==> config.mk <==
export PLATFORM = sky130hd
export DESIGN_NAME = upc_pwm_core
export DESIGN_NICKNAME = d
export VERILOG_FILES = /design/src/logic/upc_pkg.sv /design/src/logic/upc_pwm_core.sv
export VERILOG_INCLUDE_DIRS = /design/src /design/src/logic
export SDC_FILE = /design/constraint.sdc
export NUM_CORES = 2
export LEC_CHECK = 0
export ABC_AREA = 1
export BUFFER_PORTS_ARGS = -buffer_cell sky130_fd_sc_hd__buf_2
export CORE_MARGIN = 5
export CORE_UTILIZATION = 25
export DETAILED_ROUTE_END_ITERATION = 7
export GPL_ROUTABILITY_DRIVEN = 0
export REMOVE_ABC_BUFFERS = 1
export SETUP_SLACK_MARGIN = 0.4
export SYNTH_ARGS = -nofsm -noshare
export SYNTH_HDL_FRONTEND = slang
export SYNTH_SLANG_ARGS = --single-unit
==> constraint.sdc <==
create_clock -name core_clk -period 14.7 [get_ports core_clk]
set_input_delay 2.205 -clock core_clk [delete_from_list [all_inputs] [get_ports core_clk]]
set_output_delay 2.205 -clock core_clk [all_outputs]
set_load 0.1 [all_outputs]
==> src/logic/upc_defines.svh <==
`ifndef UPC_DEFINES_SVH
`define UPC_DEFINES_SVH

// clock and carrier
`define UPC_CLK_HZ        100000000
`define UPC_PWM_MOD       11'h5DC
`define UPC_PWM_HALF      11'h2EE
`define UPC_PWM_LAST      11'h5DB

// slow timers, periods in milliseconds, start-up count in ticks
`define UPC_TICK_MS       140
`define UPC_PROT_MS       4
`define UPC_STARTUP_TICKS 5'h15

// decimation and filtering
`define UPC_DECIM_LAST    4'hF
`define UPC_MA_SHIFT      4
`define UPC_PI_SHIFT      16

// register indices
`define UPC_REG_CTRL      4'h0
`define UPC_REG_DELAY     4'h1
`define UPC_REG_WA        4'h2
`define UPC_REG_WB        4'h3
`define UPC_REG_THRESH    4'h4
`define UPC_REG_CMP_INV   4'h5
`define UPC_REG_CMP_BST   4'h6
`define UPC_REG_CMP_PFC   4'h7
`define UPC_REG_STATUS    4'h8
`define UPC_REG_TEMP      4'h9
`define UPC_REG_CHG_AVG   4'hA

// field positions
`define UPC_CTRL_RUN      0
`define UPC_CTRL_CLR      1
`define UPC_ST_FAIL       0
`define UPC_ST_FLT        3
`define UPC_ST_AUX        6
`define UPC_ST_ANY        7

`endif

==> src/logic/upc_pkg.sv <==
`default_nettype none
package upc_pkg;
	// sample delay timer states
	typedef enum logic [1:0] {
		UPC_DLY_IDLE = 2'b01,
		UPC_DLY_RUN  = 2'b10
	} upc_dly_state_t;
endpackage
`default_nettype wire

==> src/logic/upc_pwm_core.sv <==
`include "upc_defines.svh"
`default_nettype none

////////////////////////////////////////////////////////////////////////////////
// pi compensator, 32-bit integrator, total gain, anti-windup
module upc_pi #(
	parameter logic signed [15:0] KP  = 16'sh0100,
	parameter logic signed [15:0] KI  = 16'sh0010,
	parameter logic signed [15:0] KT  = 16'sh4000,
	parameter logic signed [15:0] LIM = 16'sh7000
) (
	// clock and reset
	input  wire logic               core_clk,
	input  wire logic               sys_rst,
	// update strobe and error
	input  wire logic               upd,
	input  wire logic signed [15:0] err,
	// result
	output logic signed [15:0]      out_q
);
	logic signed [31:0] integ_q;
	logic signed [31:0] sum;
	logic signed [47:0] scl;
	logic signed [31:0] q;
	logic               hi;
	logic               lo;
	logic               sat_q;

	// proportional plus integral, scaled by the total gain
	assign sum = (KP * err) + integ_q;
	assign scl = sum * KT;
	assign q   = scl[47:`UPC_PI_SHIFT];
	assign hi  = q > LIM;
	assign lo  = q < -LIM;

	// integrator frozen while the output sits at its limit
	always_ff @(posedge core_clk) begin
		if (sys_rst) begin
			integ_q <= '0;
			sat_q   <= 1'b0;
			out_q   <= '0;
		end else if (upd) begin
			if (!sat_q)
				integ_q <= integ_q + (KI * err);
			sat_q <= hi | lo;
			out_q <= hi ? LIM : (lo ? -LIM : q[15:0]);
		end
	end
endmodule // upc_pi

////////////////////////////////////////////////////////////////////////////////
// Operation
// - center-aligned carrier, modulo 1500 clocks
// - compare values load at full-cycle reload
// - reload sync starts programmed delay timer
// - delay expiry issues start of conversion
// - end of conversion drives loop updates
// - asserted fault disables its pwm pair
// - one overcurrent counter per subsystem
// - each fault event adds weight A
// - each conversion end subtracts weight B
// - fail only when counter exceeds threshold
// - booster second compare is 1500 minus first
// - booster drives separated by 4 ms guard at full duty
// - booster update every sixteenth sample
// - charger loop updates once per sixteen samples
// - charger samples averaged before the loop
// - charger integrator frozen at output limit
// - 21 ticks of 140 ms before aux stable
// - pi with 32-bit integrator, total gain
// - outer voltage output feeds inner current loop
// - rectifier inner loop uses absolute values
// - temperature conversion end stores result
// - fault 0 inverter, 1 rectifier, 2 booster
// - channels 0-1 inverter, 2-3 booster, 4-5 rectifier
module upc_pwm_core #(
	parameter int TICK_CYC = `UPC_TICK_MS * (`UPC_CLK_HZ / 1000),
	parameter int PROT_CYC = `UPC_PROT_MS * (`UPC_CLK_HZ / 1000),
	parameter int ACC_W    = 24
) (
	// clock and reset
	input  wire logic               core_clk,
	input  wire logic               sys_rst,
	// register port
	input  wire logic [3:0]         reg_addr,
	input  wire logic [31:0]        reg_wdata,
	input  wire logic               reg_wr,
	input  wire logic               reg_rd,
	output logic [31:0]             reg_rdata,
	// pins from the power stage and converters
	input  wire logic [2:0]         fault_in,
	input  wire logic               conv_done,
	input  wire logic               temp_done,
	// converter results
	input  wire logic signed [15:0] inv_vref,
	input  wire logic signed [15:0] inv_vout,
	input  wire logic signed [15:0] inv_iload,
	input  wire logic signed [15:0] pfc_iset,
	input  wire logic signed [15:0] pfc_iline,
	input  wire logic signed [15:0] bst_vref,
	input  wire logic signed [15:0] bst_vrail,
	input  wire logic signed [15:0] chg_vset,
	input  wire logic signed [15:0] chg_vbat,
	input  wire logic [15:0]        temp_data,
	// outputs
	output logic [5:0]              main_switch_modulator,
	output logic                    conv_start,
	output logic                    loop_update,
	output logic                    aux_stable,
	output logic                    fail,
	output logic signed [15:0]      ctl_inv,
	output logic signed [15:0]      ctl_pfc,
	output logic signed [15:0]      ctl_bst,
	output logic signed [15:0]      ctl_chg
);

	logic [31:0]            rdata_q;
	logic                   run_q;
	logic [15:0]            delay_q;
	logic [15:0]            wa_q;
	logic [15:0]            wb_q;
	logic [ACC_W-1:0]       thresh_q;
	logic [10:0]            cmp_sw_q [3];
	logic [10:0]            cmp_act_q [3];
	logic [10:0]            ph_q;
	logic [10:0]            tri_w;
	logic [11:0]            tri2;
	logic [10:0]            cmp3;
	logic                   reload;
	logic [5:0]             raw;
	logic [5:0]             off;
	logic [5:0]             nxt;
	logic [5:0]             pwm_q;
	logic [23:0]            guard_q;
	logic                   last_q;
	logic                   blk2;
	logic                   blk3;
	logic [2:0]             flt_m_q;
	logic [2:0]             flt_s_q;
	logic [2:0]             flt_d_q;
	logic [2:0]             flt_ev;
	logic [2:0]             cd_q;
	logic [2:0]             td_q;
	logic                   eoc;
	logic                   tev;
	logic [ACC_W-1:0]       acc_q [3];
	logic [2:0]             over;
	logic                   fail_q;
	logic                   clr;
	upc_pkg::upc_dly_state_t dly_q;
	logic [15:0]            dcnt_q;
	logic                   soc_q;
	logic                   upd_q;
	logic                   upd2_q;
	logic [3:0]             dec_q;
	logic                   decim;
	logic                   decim_q;
	logic signed [19:0]     ma_q;
	logic signed [19:0]     ma_sum;
	logic signed [15:0]     avg_q;
	logic [15:0]            temp_q;
	logic [23:0]            div_q;
	logic                   tick;
	logic [4:0]             ticks_q;
	logic                   aux_q;
	logic signed [15:0]     iset;

	////////////////////////////////////////////////////////////////////////////
	// register writes
	assign clr = reg_wr && reg_addr == `UPC_REG_CTRL && reg_wdata[`UPC_CTRL_CLR];
	always_ff @(posedge core_clk) begin
		if (sys_rst) begin
			run_q    <= 1'b0;
			delay_q  <= '0;
			wa_q     <= '0;
			wb_q     <= '0;
			thresh_q <= '0;
			for (int i = 0; i < 3; i++)
				cmp_sw_q[i] <= '0;
		end else if (reg_wr) begin
			case (reg_addr)
				`UPC_REG_CTRL:    run_q    <= reg_wdata[`UPC_CTRL_RUN];
				`UPC_REG_DELAY:   delay_q  <= reg_wdata[15:0];
				`UPC_REG_WA:      wa_q     <= reg_wdata[15:0];
				`UPC_REG_WB:      wb_q     <= reg_wdata[15:0];
				`UPC_REG_THRESH:  thresh_q <= reg_wdata[ACC_W-1:0];
				`UPC_REG_CMP_INV: cmp_sw_q[0] <= reg_wdata[10:0];
				`UPC_REG_CMP_BST: cmp_sw_q[1] <= reg_wdata[10:0];
				`UPC_REG_CMP_PFC: cmp_sw_q[2] <= reg_wdata[10:0];
				default: ;
			endcase
		end
	end

	// read data, valid only in the cycle after the strobe
	always_ff @(posedge core_clk) begin
		if (sys_rst)
			rdata_q <= '0;
		else if (!reg_rd)
			rdata_q <= '0;
		else begin
			case (reg_addr)
				`UPC_REG_CTRL:    rdata_q <= {31'h0, run_q};
				`UPC_REG_DELAY:   rdata_q <= {16'h0, delay_q};
				`UPC_REG_WA:      rdata_q <= {16'h0, wa_q};
				`UPC_REG_WB:      rdata_q <= {16'h0, wb_q};
				`UPC_REG_THRESH:  rdata_q <= 32'(thresh_q);
				`UPC_REG_CMP_INV: rdata_q <= {21'h0, cmp_sw_q[0]};
				`UPC_REG_CMP_BST: rdata_q <= {21'h0, cmp_sw_q[1]};
				`UPC_REG_CMP_PFC: rdata_q <= {21'h0, cmp_sw_q[2]};
				`UPC_REG_STATUS:  rdata_q <= {24'h0, fail_q, aux_q, flt_s_q, over};
				`UPC_REG_TEMP:    rdata_q <= {16'h0, temp_q};
				`UPC_REG_CHG_AVG: rdata_q <= {16'h0, avg_q};
				default:          rdata_q <= '0;
			endcase
		end
	end
	assign reg_rdata = rdata_q;

	////////////////////////////////////////////////////////////////////////////
	// carrier phase, period 1500 clocks, triangle folded at mid-period
	assign reload = ph_q == `UPC_PWM_LAST;
	always_ff @(posedge core_clk) begin
		if (sys_rst || reload)
			ph_q <= '0;
		else
			ph_q <= ph_q + 11'h001;
	end
	assign tri_w = (ph_q < `UPC_PWM_HALF) ? `UPC_PWM_HALF - ph_q : ph_q - `UPC_PWM_HALF;
	assign tri2  = {tri_w, 1'b0};

	// compare shadows, taken only at the full-cycle reload
	always_ff @(posedge core_clk) begin
		if (sys_rst) begin
			for (int i = 0; i < 3; i++)
				cmp_act_q[i] <= '0;
		end else if (reload) begin
			for (int i = 0; i < 3; i++)
				cmp_act_q[i] <= (cmp_sw_q[i] > `UPC_PWM_MOD) ? `UPC_PWM_MOD : cmp_sw_q[i];
		end
	end

	// channel drives and pair gating
	assign cmp3 = `UPC_PWM_MOD - cmp_act_q[1];
	assign blk2 = guard_q != '0 && last_q;
	assign blk3 = guard_q != '0 && !last_q;
	always_comb begin
		raw[0] = tri2 < {1'b0, cmp_act_q[0]};
		raw[1] = !raw[0];
		raw[2] = tri2 < {1'b0, cmp_act_q[1]} && !blk2;
		raw[3] = !(tri2 < {1'b0, cmp3}) && !blk3;
		raw[4] = tri2 < {1'b0, cmp_act_q[2]};
		raw[5] = !raw[4];
		off    = {{2{flt_s_q[1]}}, {2{flt_s_q[2]}}, {2{flt_s_q[0]}}};
		nxt    = (run_q && !fail_q) ? raw & ~off : 6'h00;
	end
	always_ff @(posedge core_clk) begin
		if (sys_rst)
			pwm_q <= '0;
		else
			pwm_q <= nxt;
	end
	assign main_switch_modulator = pwm_q;

	// guard after a booster drive ends at full duty, never retriggered while running
	// (the blocked drive falling must not hand the guard back and forth)
	always_ff @(posedge core_clk) begin
		if (sys_rst) begin
			guard_q <= '0;
			last_q  <= 1'b0;
		end else if (guard_q == '0 && cmp_act_q[1] == `UPC_PWM_MOD
				&& pwm_q[2] && !nxt[2]) begin
			guard_q <= 24'(PROT_CYC);
			last_q  <= 1'b0;
		end else if (guard_q == '0 && cmp_act_q[1] == `UPC_PWM_MOD
				&& pwm_q[3] && !nxt[3]) begin
			guard_q <= 24'(PROT_CYC);
			last_q  <= 1'b1;
		end else if (guard_q != '0)
			guard_q <= guard_q - 24'h000001;
	end

	////////////////////////////////////////////////////////////////////////////
	// pin synchronisers and edge detect
	always_ff @(posedge core_clk) begin
		if (sys_rst) begin
			flt_m_q <= '0;
			flt_s_q <= '0;
			flt_d_q <= '0;
			cd_q    <= '0;
			td_q    <= '0;
		end else begin
			flt_m_q <= fault_in;
			flt_s_q <= flt_m_q;
			flt_d_q <= flt_s_q;
			cd_q    <= {cd_q[1:0], conv_done};
			td_q    <= {td_q[1:0], temp_done};
		end
	end
	assign flt_ev = flt_s_q & ~flt_d_q;
	assign eoc    = cd_q[1] && !cd_q[2];
	assign tev    = td_q[1] && !td_q[2];

	////////////////////////////////////////////////////////////////////////////
	// sample delay timer from reload sync to start of conversion
	always_ff @(posedge core_clk) begin
		if (sys_rst) begin
			dly_q  <= upc_pkg::UPC_DLY_IDLE;
			dcnt_q <= '0;
			soc_q  <= 1'b0;
		end else begin
			soc_q <= 1'b0;
			unique case (dly_q)
				upc_pkg::UPC_DLY_IDLE: if (reload && run_q) begin
					dcnt_q <= delay_q;
					dly_q  <= upc_pkg::UPC_DLY_RUN;
				end
				upc_pkg::UPC_DLY_RUN: if (dcnt_q == '0) begin
					soc_q <= 1'b1;
					dly_q <= upc_pkg::UPC_DLY_IDLE;
				end else
					dcnt_q <= dcnt_q - 16'h0001;
			endcase
		end
	end
	assign conv_start = soc_q;

	////////////////////////////////////////////////////////////////////////////
	// overcurrent accumulators, one per subsystem
	for (genvar g = 0; g < 3; g++) begin : g_acc
		logic [ACC_W:0] up;
		assign up = {1'b0, acc_q[g]} + (flt_ev[g] ? (ACC_W+1)'(wa_q) : '0);
		always_ff @(posedge core_clk) begin
			if (sys_rst)
				acc_q[g] <= '0;
			else if (eoc)
				acc_q[g] <= up[ACC_W] ? '1 :
					(up[ACC_W-1:0] > ACC_W'(wb_q) ? up[ACC_W-1:0] - ACC_W'(wb_q) : '0);
			else
				acc_q[g] <= up[ACC_W] ? '1 : up[ACC_W-1:0];
		end
		assign over[g] = acc_q[g] > thresh_q;
	end

	// sticky fail, a new cause wins over the clear
	always_ff @(posedge core_clk) begin
		if (sys_rst)
			fail_q <= 1'b0;
		else if (|over)
			fail_q <= 1'b1;
		else if (clr)
			fail_q <= 1'b0;
	end
	assign fail = fail_q;

	////////////////////////////////////////////////////////////////////////////
	// loop strobes, decimation by 16, charger moving average
	assign decim  = eoc && dec_q == `UPC_DECIM_LAST;
	assign ma_sum = ma_q + 20'(chg_vbat);
	always_ff @(posedge core_clk) begin
		if (sys_rst) begin
			upd_q   <= 1'b0;
			upd2_q  <= 1'b0;
			decim_q <= 1'b0;
			dec_q   <= '0;
			ma_q    <= '0;
			avg_q   <= '0;
		end else begin
			upd_q   <= eoc;
			upd2_q  <= upd_q;
			decim_q <= decim;
			if (eoc) begin
				dec_q <= dec_q + 4'h1;
				ma_q  <= decim ? '0 : ma_sum;
			end
			if (decim)
				avg_q <= ma_sum[19:`UPC_MA_SHIFT];
		end
	end
	assign loop_update = upd_q;

	// temperature result captured on its own conversion end
	always_ff @(posedge core_clk) begin
		if (sys_rst)
			temp_q <= '0;
		else if (tev)
			temp_q <= temp_data;
	end

	////////////////////////////////////////////////////////////////////////////
	// compensators
	upc_pi u_inv_v (.core_clk(core_clk), .sys_rst(sys_rst), .upd(upd_q),
		.err(inv_vref - inv_vout), .out_q(iset));
	upc_pi u_inv_i (.core_clk(core_clk), .sys_rst(sys_rst), .upd(upd2_q),
		.err(iset - inv_iload), .out_q(ctl_inv));
	upc_pi u_pfc_i (.core_clk(core_clk), .sys_rst(sys_rst), .upd(upd_q),
		.err((pfc_iset < 0 ? -pfc_iset : pfc_iset)
			- (pfc_iline < 0 ? -pfc_iline : pfc_iline)), .out_q(ctl_pfc));
	upc_pi u_bst (.core_clk(core_clk), .sys_rst(sys_rst), .upd(decim_q),
		.err(bst_vref - bst_vrail), .out_q(ctl_bst));
	upc_pi u_chg (.core_clk(core_clk), .sys_rst(sys_rst), .upd(decim_q),
		.err(chg_vset - avg_q), .out_q(ctl_chg));

	////////////////////////////////////////////////////////////////////////////
	// start-up wait, 21 ticks of the slow timer
	assign tick = div_q == 24'(TICK_CYC - 1);
	always_ff @(posedge core_clk) begin
		if (sys_rst) begin
			div_q   <= '0;
			ticks_q <= '0;
			aux_q   <= 1'b0;
		end else begin
			div_q <= tick ? '0 : div_q + 24'h000001;
			if (tick && !aux_q) begin
				ticks_q <= ticks_q + 5'h01;
				if (ticks_q == `UPC_STARTUP_TICKS - 5'h01)
					aux_q <= 1'b1;
			end
		end
	end
	assign aux_stable = aux_q;
endmodule // upc_pwm_core

`default_nettype wire

==> summary.md <==
| Metric | Value |
|---|---|
| Synth Register Bits | `616` |
| Post-synth top area cell | `dfxtp_1` |
| Clk Tree Root Cell | `clkbuf_16` |
| IO Port Bufs | `between 200 and 300` |
| Internal | `~3.7 mW` |
| Setup_tns | `0 ns` |
| Asr flop ratio synth | `0%` |
| Worst r2r src | `avg_q[0]` |
| Initial antenna violation count | `33` |
| Worst path slowest cell | `ha_1` |
| Clock-pin slew on the worst setup and hold paths | `0.06 ns` |
| Logic pwr share | `between 30% and 40%` |
| Fin. Hold Viols | `0` |
| Multi-input gate area | `~36000 µm²` |
| Layout fillers | `24.8k` |
| Vias per cell | `4.69` |
| Setup bufs post-CTS | `0` |
| Max_cap viols | `0` |
| Crit. Startpoint | `pfc_iset[0]` |
| First-pass GRT wire length | `299000 µm` |
| Antenna viol nets, final | `0` |
| Worst endpoint required time | `15.26 ns` |
| Post-synth EDFFs | `138` |
| Synth warn | `0` |
| Peak VDD IR | `0.0825 mV` |
| Net Switching | `2.21 mW` |
| Synth top area cells | `dfxtp_1, nand2_1, ha_1` |
| Clock sinks | `between 600 and 700` |
| Most Frequent Cell on Critical Path | `nand2_1` |
| Status | `finished, final reports clean` |
| Final core occ | `28.6%` |
| Top Metal Used | `met5` |
| Leak pwr | `about 31 nW` |
| Routed met1 length | `84800 µm` |
| R2R Path End | `u_chg.sat_q` |
| Largest net degree at the start of global routing | `about 150` |
| Starting Density | `between 20% and 30%` |
| Type of the tightest min-delay check | `flip-flop to flip-flop` |
| Reg2reg path depth | `29` |
| Switching Fraction | `37.6%` |
| Netlist Area Pre-Place | `55600 µm²` |
| Max Fclk | `137 MHz` |
| Count leader, synth | `nand2_1` |
| Row Count | `173` |
| Initial DRT Pass Iterations | `6` |
| Routed WL | `approximately 200000 µm` |
| Slew @ Worst Pin | `1.01 ns` |
| Yosys top cell area share | `17.2%` |
| CTS Buffer Depth | `3` |
| Detailed placer's ending HPWL | `158000 µm` |
| DRC | `0` |
| Num CTS Buffers | `82` |
| Period minus WS final | `7.29 ns` |
| Clock latency on the worst-skew pair | `0.74 ns` |
| Sequential Power Share | `31.9%` |
| Tcrit/Tclk final | `49.6%` |
| Clock skew | `0.0581 ns` |
| Crit path buffers/inverters | `5` |
| Nets | `~9.7k` |
| Syn Area/Cell | `6.40 µm²` |
| IO Count | `311` |
| Grt total ovfl | `0` |
| H-tree levels | `3` |
| Tot Pwr | `5.87 mW` |
| Core Box Area | `around 220000 µm²` |
| Register area | `13700 µm²` |
| Sequential share of the synthesized area | `between 20% and 30%` |
| Vias in the first global route | `52.1k` |
| DR WL met2 | `89300 µm` |
| CP startpoint kind | `input pin` |
| Chip height | `482 µm` |
| WL/cell | `about 16 µm` |
| Crit path max fanout | `13` |
| Worst EP arrival | `7.85 ns` |
| Layout area overhead | `13.9%` |
| Post-synth cell types | `66` |
| Share of layout cells above drive strength 1 | `under 10%` |
| Worst slew margin | `32.5%` |
| Global Route Usage Sum | `16.4%` |
| Final setup violating endpoints | `0` |
| Endpoint class of the critical path | `flip-flop` |
| Synthesized instance count | `between 8k and 9k` |
| Kind of critical path | `input pin to flip-flop` |
| Die ar. | `roughly 230000 µm²` |
| CTS Hold Bufs | `0` |
| Commonest cells post-synth | `nand2_1, inv_1, nor2_1` |
| Power Density | `around 90 nW/µm²` |
| DR WL met3 | `~12000 µm` |
| Die Wd | `482 µm` |
| Max-slew violation count | `0` |
| RSZ-0062 raised after global routing | `no` |
| Reg-to-reg setup timing slack | `9.32 ns` |
| Crit path to | `u_pfc_i.out_q[5]` |
| Initial drt markers | `4447` |
| Synth Flop Type | `dfxtp_1` |
| Vias | `56.6k` |
| CTS tree | `built` |
| Post-CTS sizing | `0` |
| CP Depth | `29` |
| Clock share of power | `35.7%` |
| Crit-path max cell delay | `~0.5 ns` |
| CP top delay family | `simple AND/OR/NAND/NOR gates` |
-- worst min-delay path by stage --
stage | from | end | slack [ns] | cells after the start
after floorplan | cd_q[0] | cd_q[1] | 0.39 | 2
after global placement | flt_m_q[0] | flt_s_q[0] | 0.40 | 2
after detailed placement | flt_m_q[0] | flt_s_q[0] | 0.40 | 2
after CTS | flt_m_q[0] | flt_s_q[0] | 0.41 | 2
after global routing | flt_m_q[1] | flt_s_q[1] | 0.43 | 2
final | flt_m_q[0] | flt_s_q[0] | 0.41 | 2
-- per-layer routing --
| metal | GRT usage [%] | vias up |
|---|---|---|
| li1 | - | 29100 |
| met1 | 20.6 | 25500 |
| met2 | 26.9 | 1668 |
| met3 | 2.50 | 375 |
| met4 | 9.19 | 10 |
| met5 | 0 | - |
-- cells by family after synthesis --
| group | share of synthesized area, % |
|---|---|
| and+or+nand+nor | 30.4 |
| xor gates and xnor gates | 5.21 |
| AOI/OAI and AO/OA | 16.3 |
| buffers and inverters | 10.9 |
| other | 0.0135 |
| DFF | 24.7 |
| adders and majority gates | 12.5 |
-- layout by cell type, fill, tap and decap left out, drive strengths merged, types with 17 or more instances in the layout --
cell type | Yosys | final
a211oi | 17 | 17
a21o | 37 | 37
a21oi | 728 | 728
a31oi | 45 | 45
buf | 60 | 314
clkbuf | 129 | 107
clkinv | 8 | 33
conb | 2 | 88
dfxtp | 478 | 478
diode | 0 | 38
edfxtp | 138 | 138
fa | 21 | 21
ha | 521 | 521
inv | 1378 | 1386
nand2 | 2075 | 2075
nand3 | 471 | 471
nand3b | 34 | 34
nand4 | 164 | 164
nor2 | 1017 | 1017
nor3 | 131 | 131
nor4 | 38 | 38
o211ai | 72 | 72
o21ai | 559 | 559
o21bai | 36 | 36
o221ai | 24 | 24
o22ai | 50 | 50
or2 | 34 | 34
xnor2 | 121 | 121
xor2 | 209 | 209
-- worst reg2reg max path, delay by kind of cell (launching register included) --
kind,cells,cell delay (ns)
and+or+nand+nor,16,2.07
xor gates and xnor gates,1,0.23
DFF,1,0.49
AOI/OAI and AO/OA,6,1.32
adders and majority gates,3,0.99
buffers and inverters,3,0.17
-- registers in the layout (all words and copies together) (netlist names), 20 cells and up --
signal,flops
reg_rdata,24
guard_q,24
cmp_sw_q,33
cmp_act_q,33
ma_q,20
div_q,24
acc_q,72
thresh_q,24
u_inv_v.integ_q,28
u_bst.integ_q,28
u_pfc_i.integ_q,28
u_inv_i.integ_q,28
u_chg.integ_q,28
-- through the flow --
| step | instances | hold slack [ns] | area, µm² | setup slack (ns) |
|---|---|---|---|---|
| floorplan | 8590 | 0.388 | 55100 | 7.60 |
| global placement | 11900 | 0.404 | 60500 | 6.79 |
| finish | 12100 | 0.409 | 63400 | 7.41 |
| detailed placement | 11900 | 0.403 | 60500 | 6.77 |
| global route | 12100 | 0.429 | 63400 | 6.93 |
| CTS | 12000 | 0.411 | 63300 | 7.57 |
-- final cells by class --
type,count,share of cell area (%)
Clock buffer,107,3.64
Sequential cell,616,21.6
Antenna cell,38,0.150
Tap cell,2975,5.87
Timing Repair Buffer,314,2.63
Inverter,1386,8.23
Clock inverter,46,0.760
Multi-Input combinational cell,6588,57.1
-- power by group through the flow --
stage          clock [mW]  combinational [mW]  sequential (mW)
2_1_floorplan           0                1.39             1.90
3_3_place_gp            0                1.87             1.91
3_5_place_dp            0                1.88             1.91
4_1_cts              2.15                1.89             1.87
5_1_grt              2.21                2.14             1.88
6_report             2.09                1.90             1.87
Power figures use the tool's default switching activity.
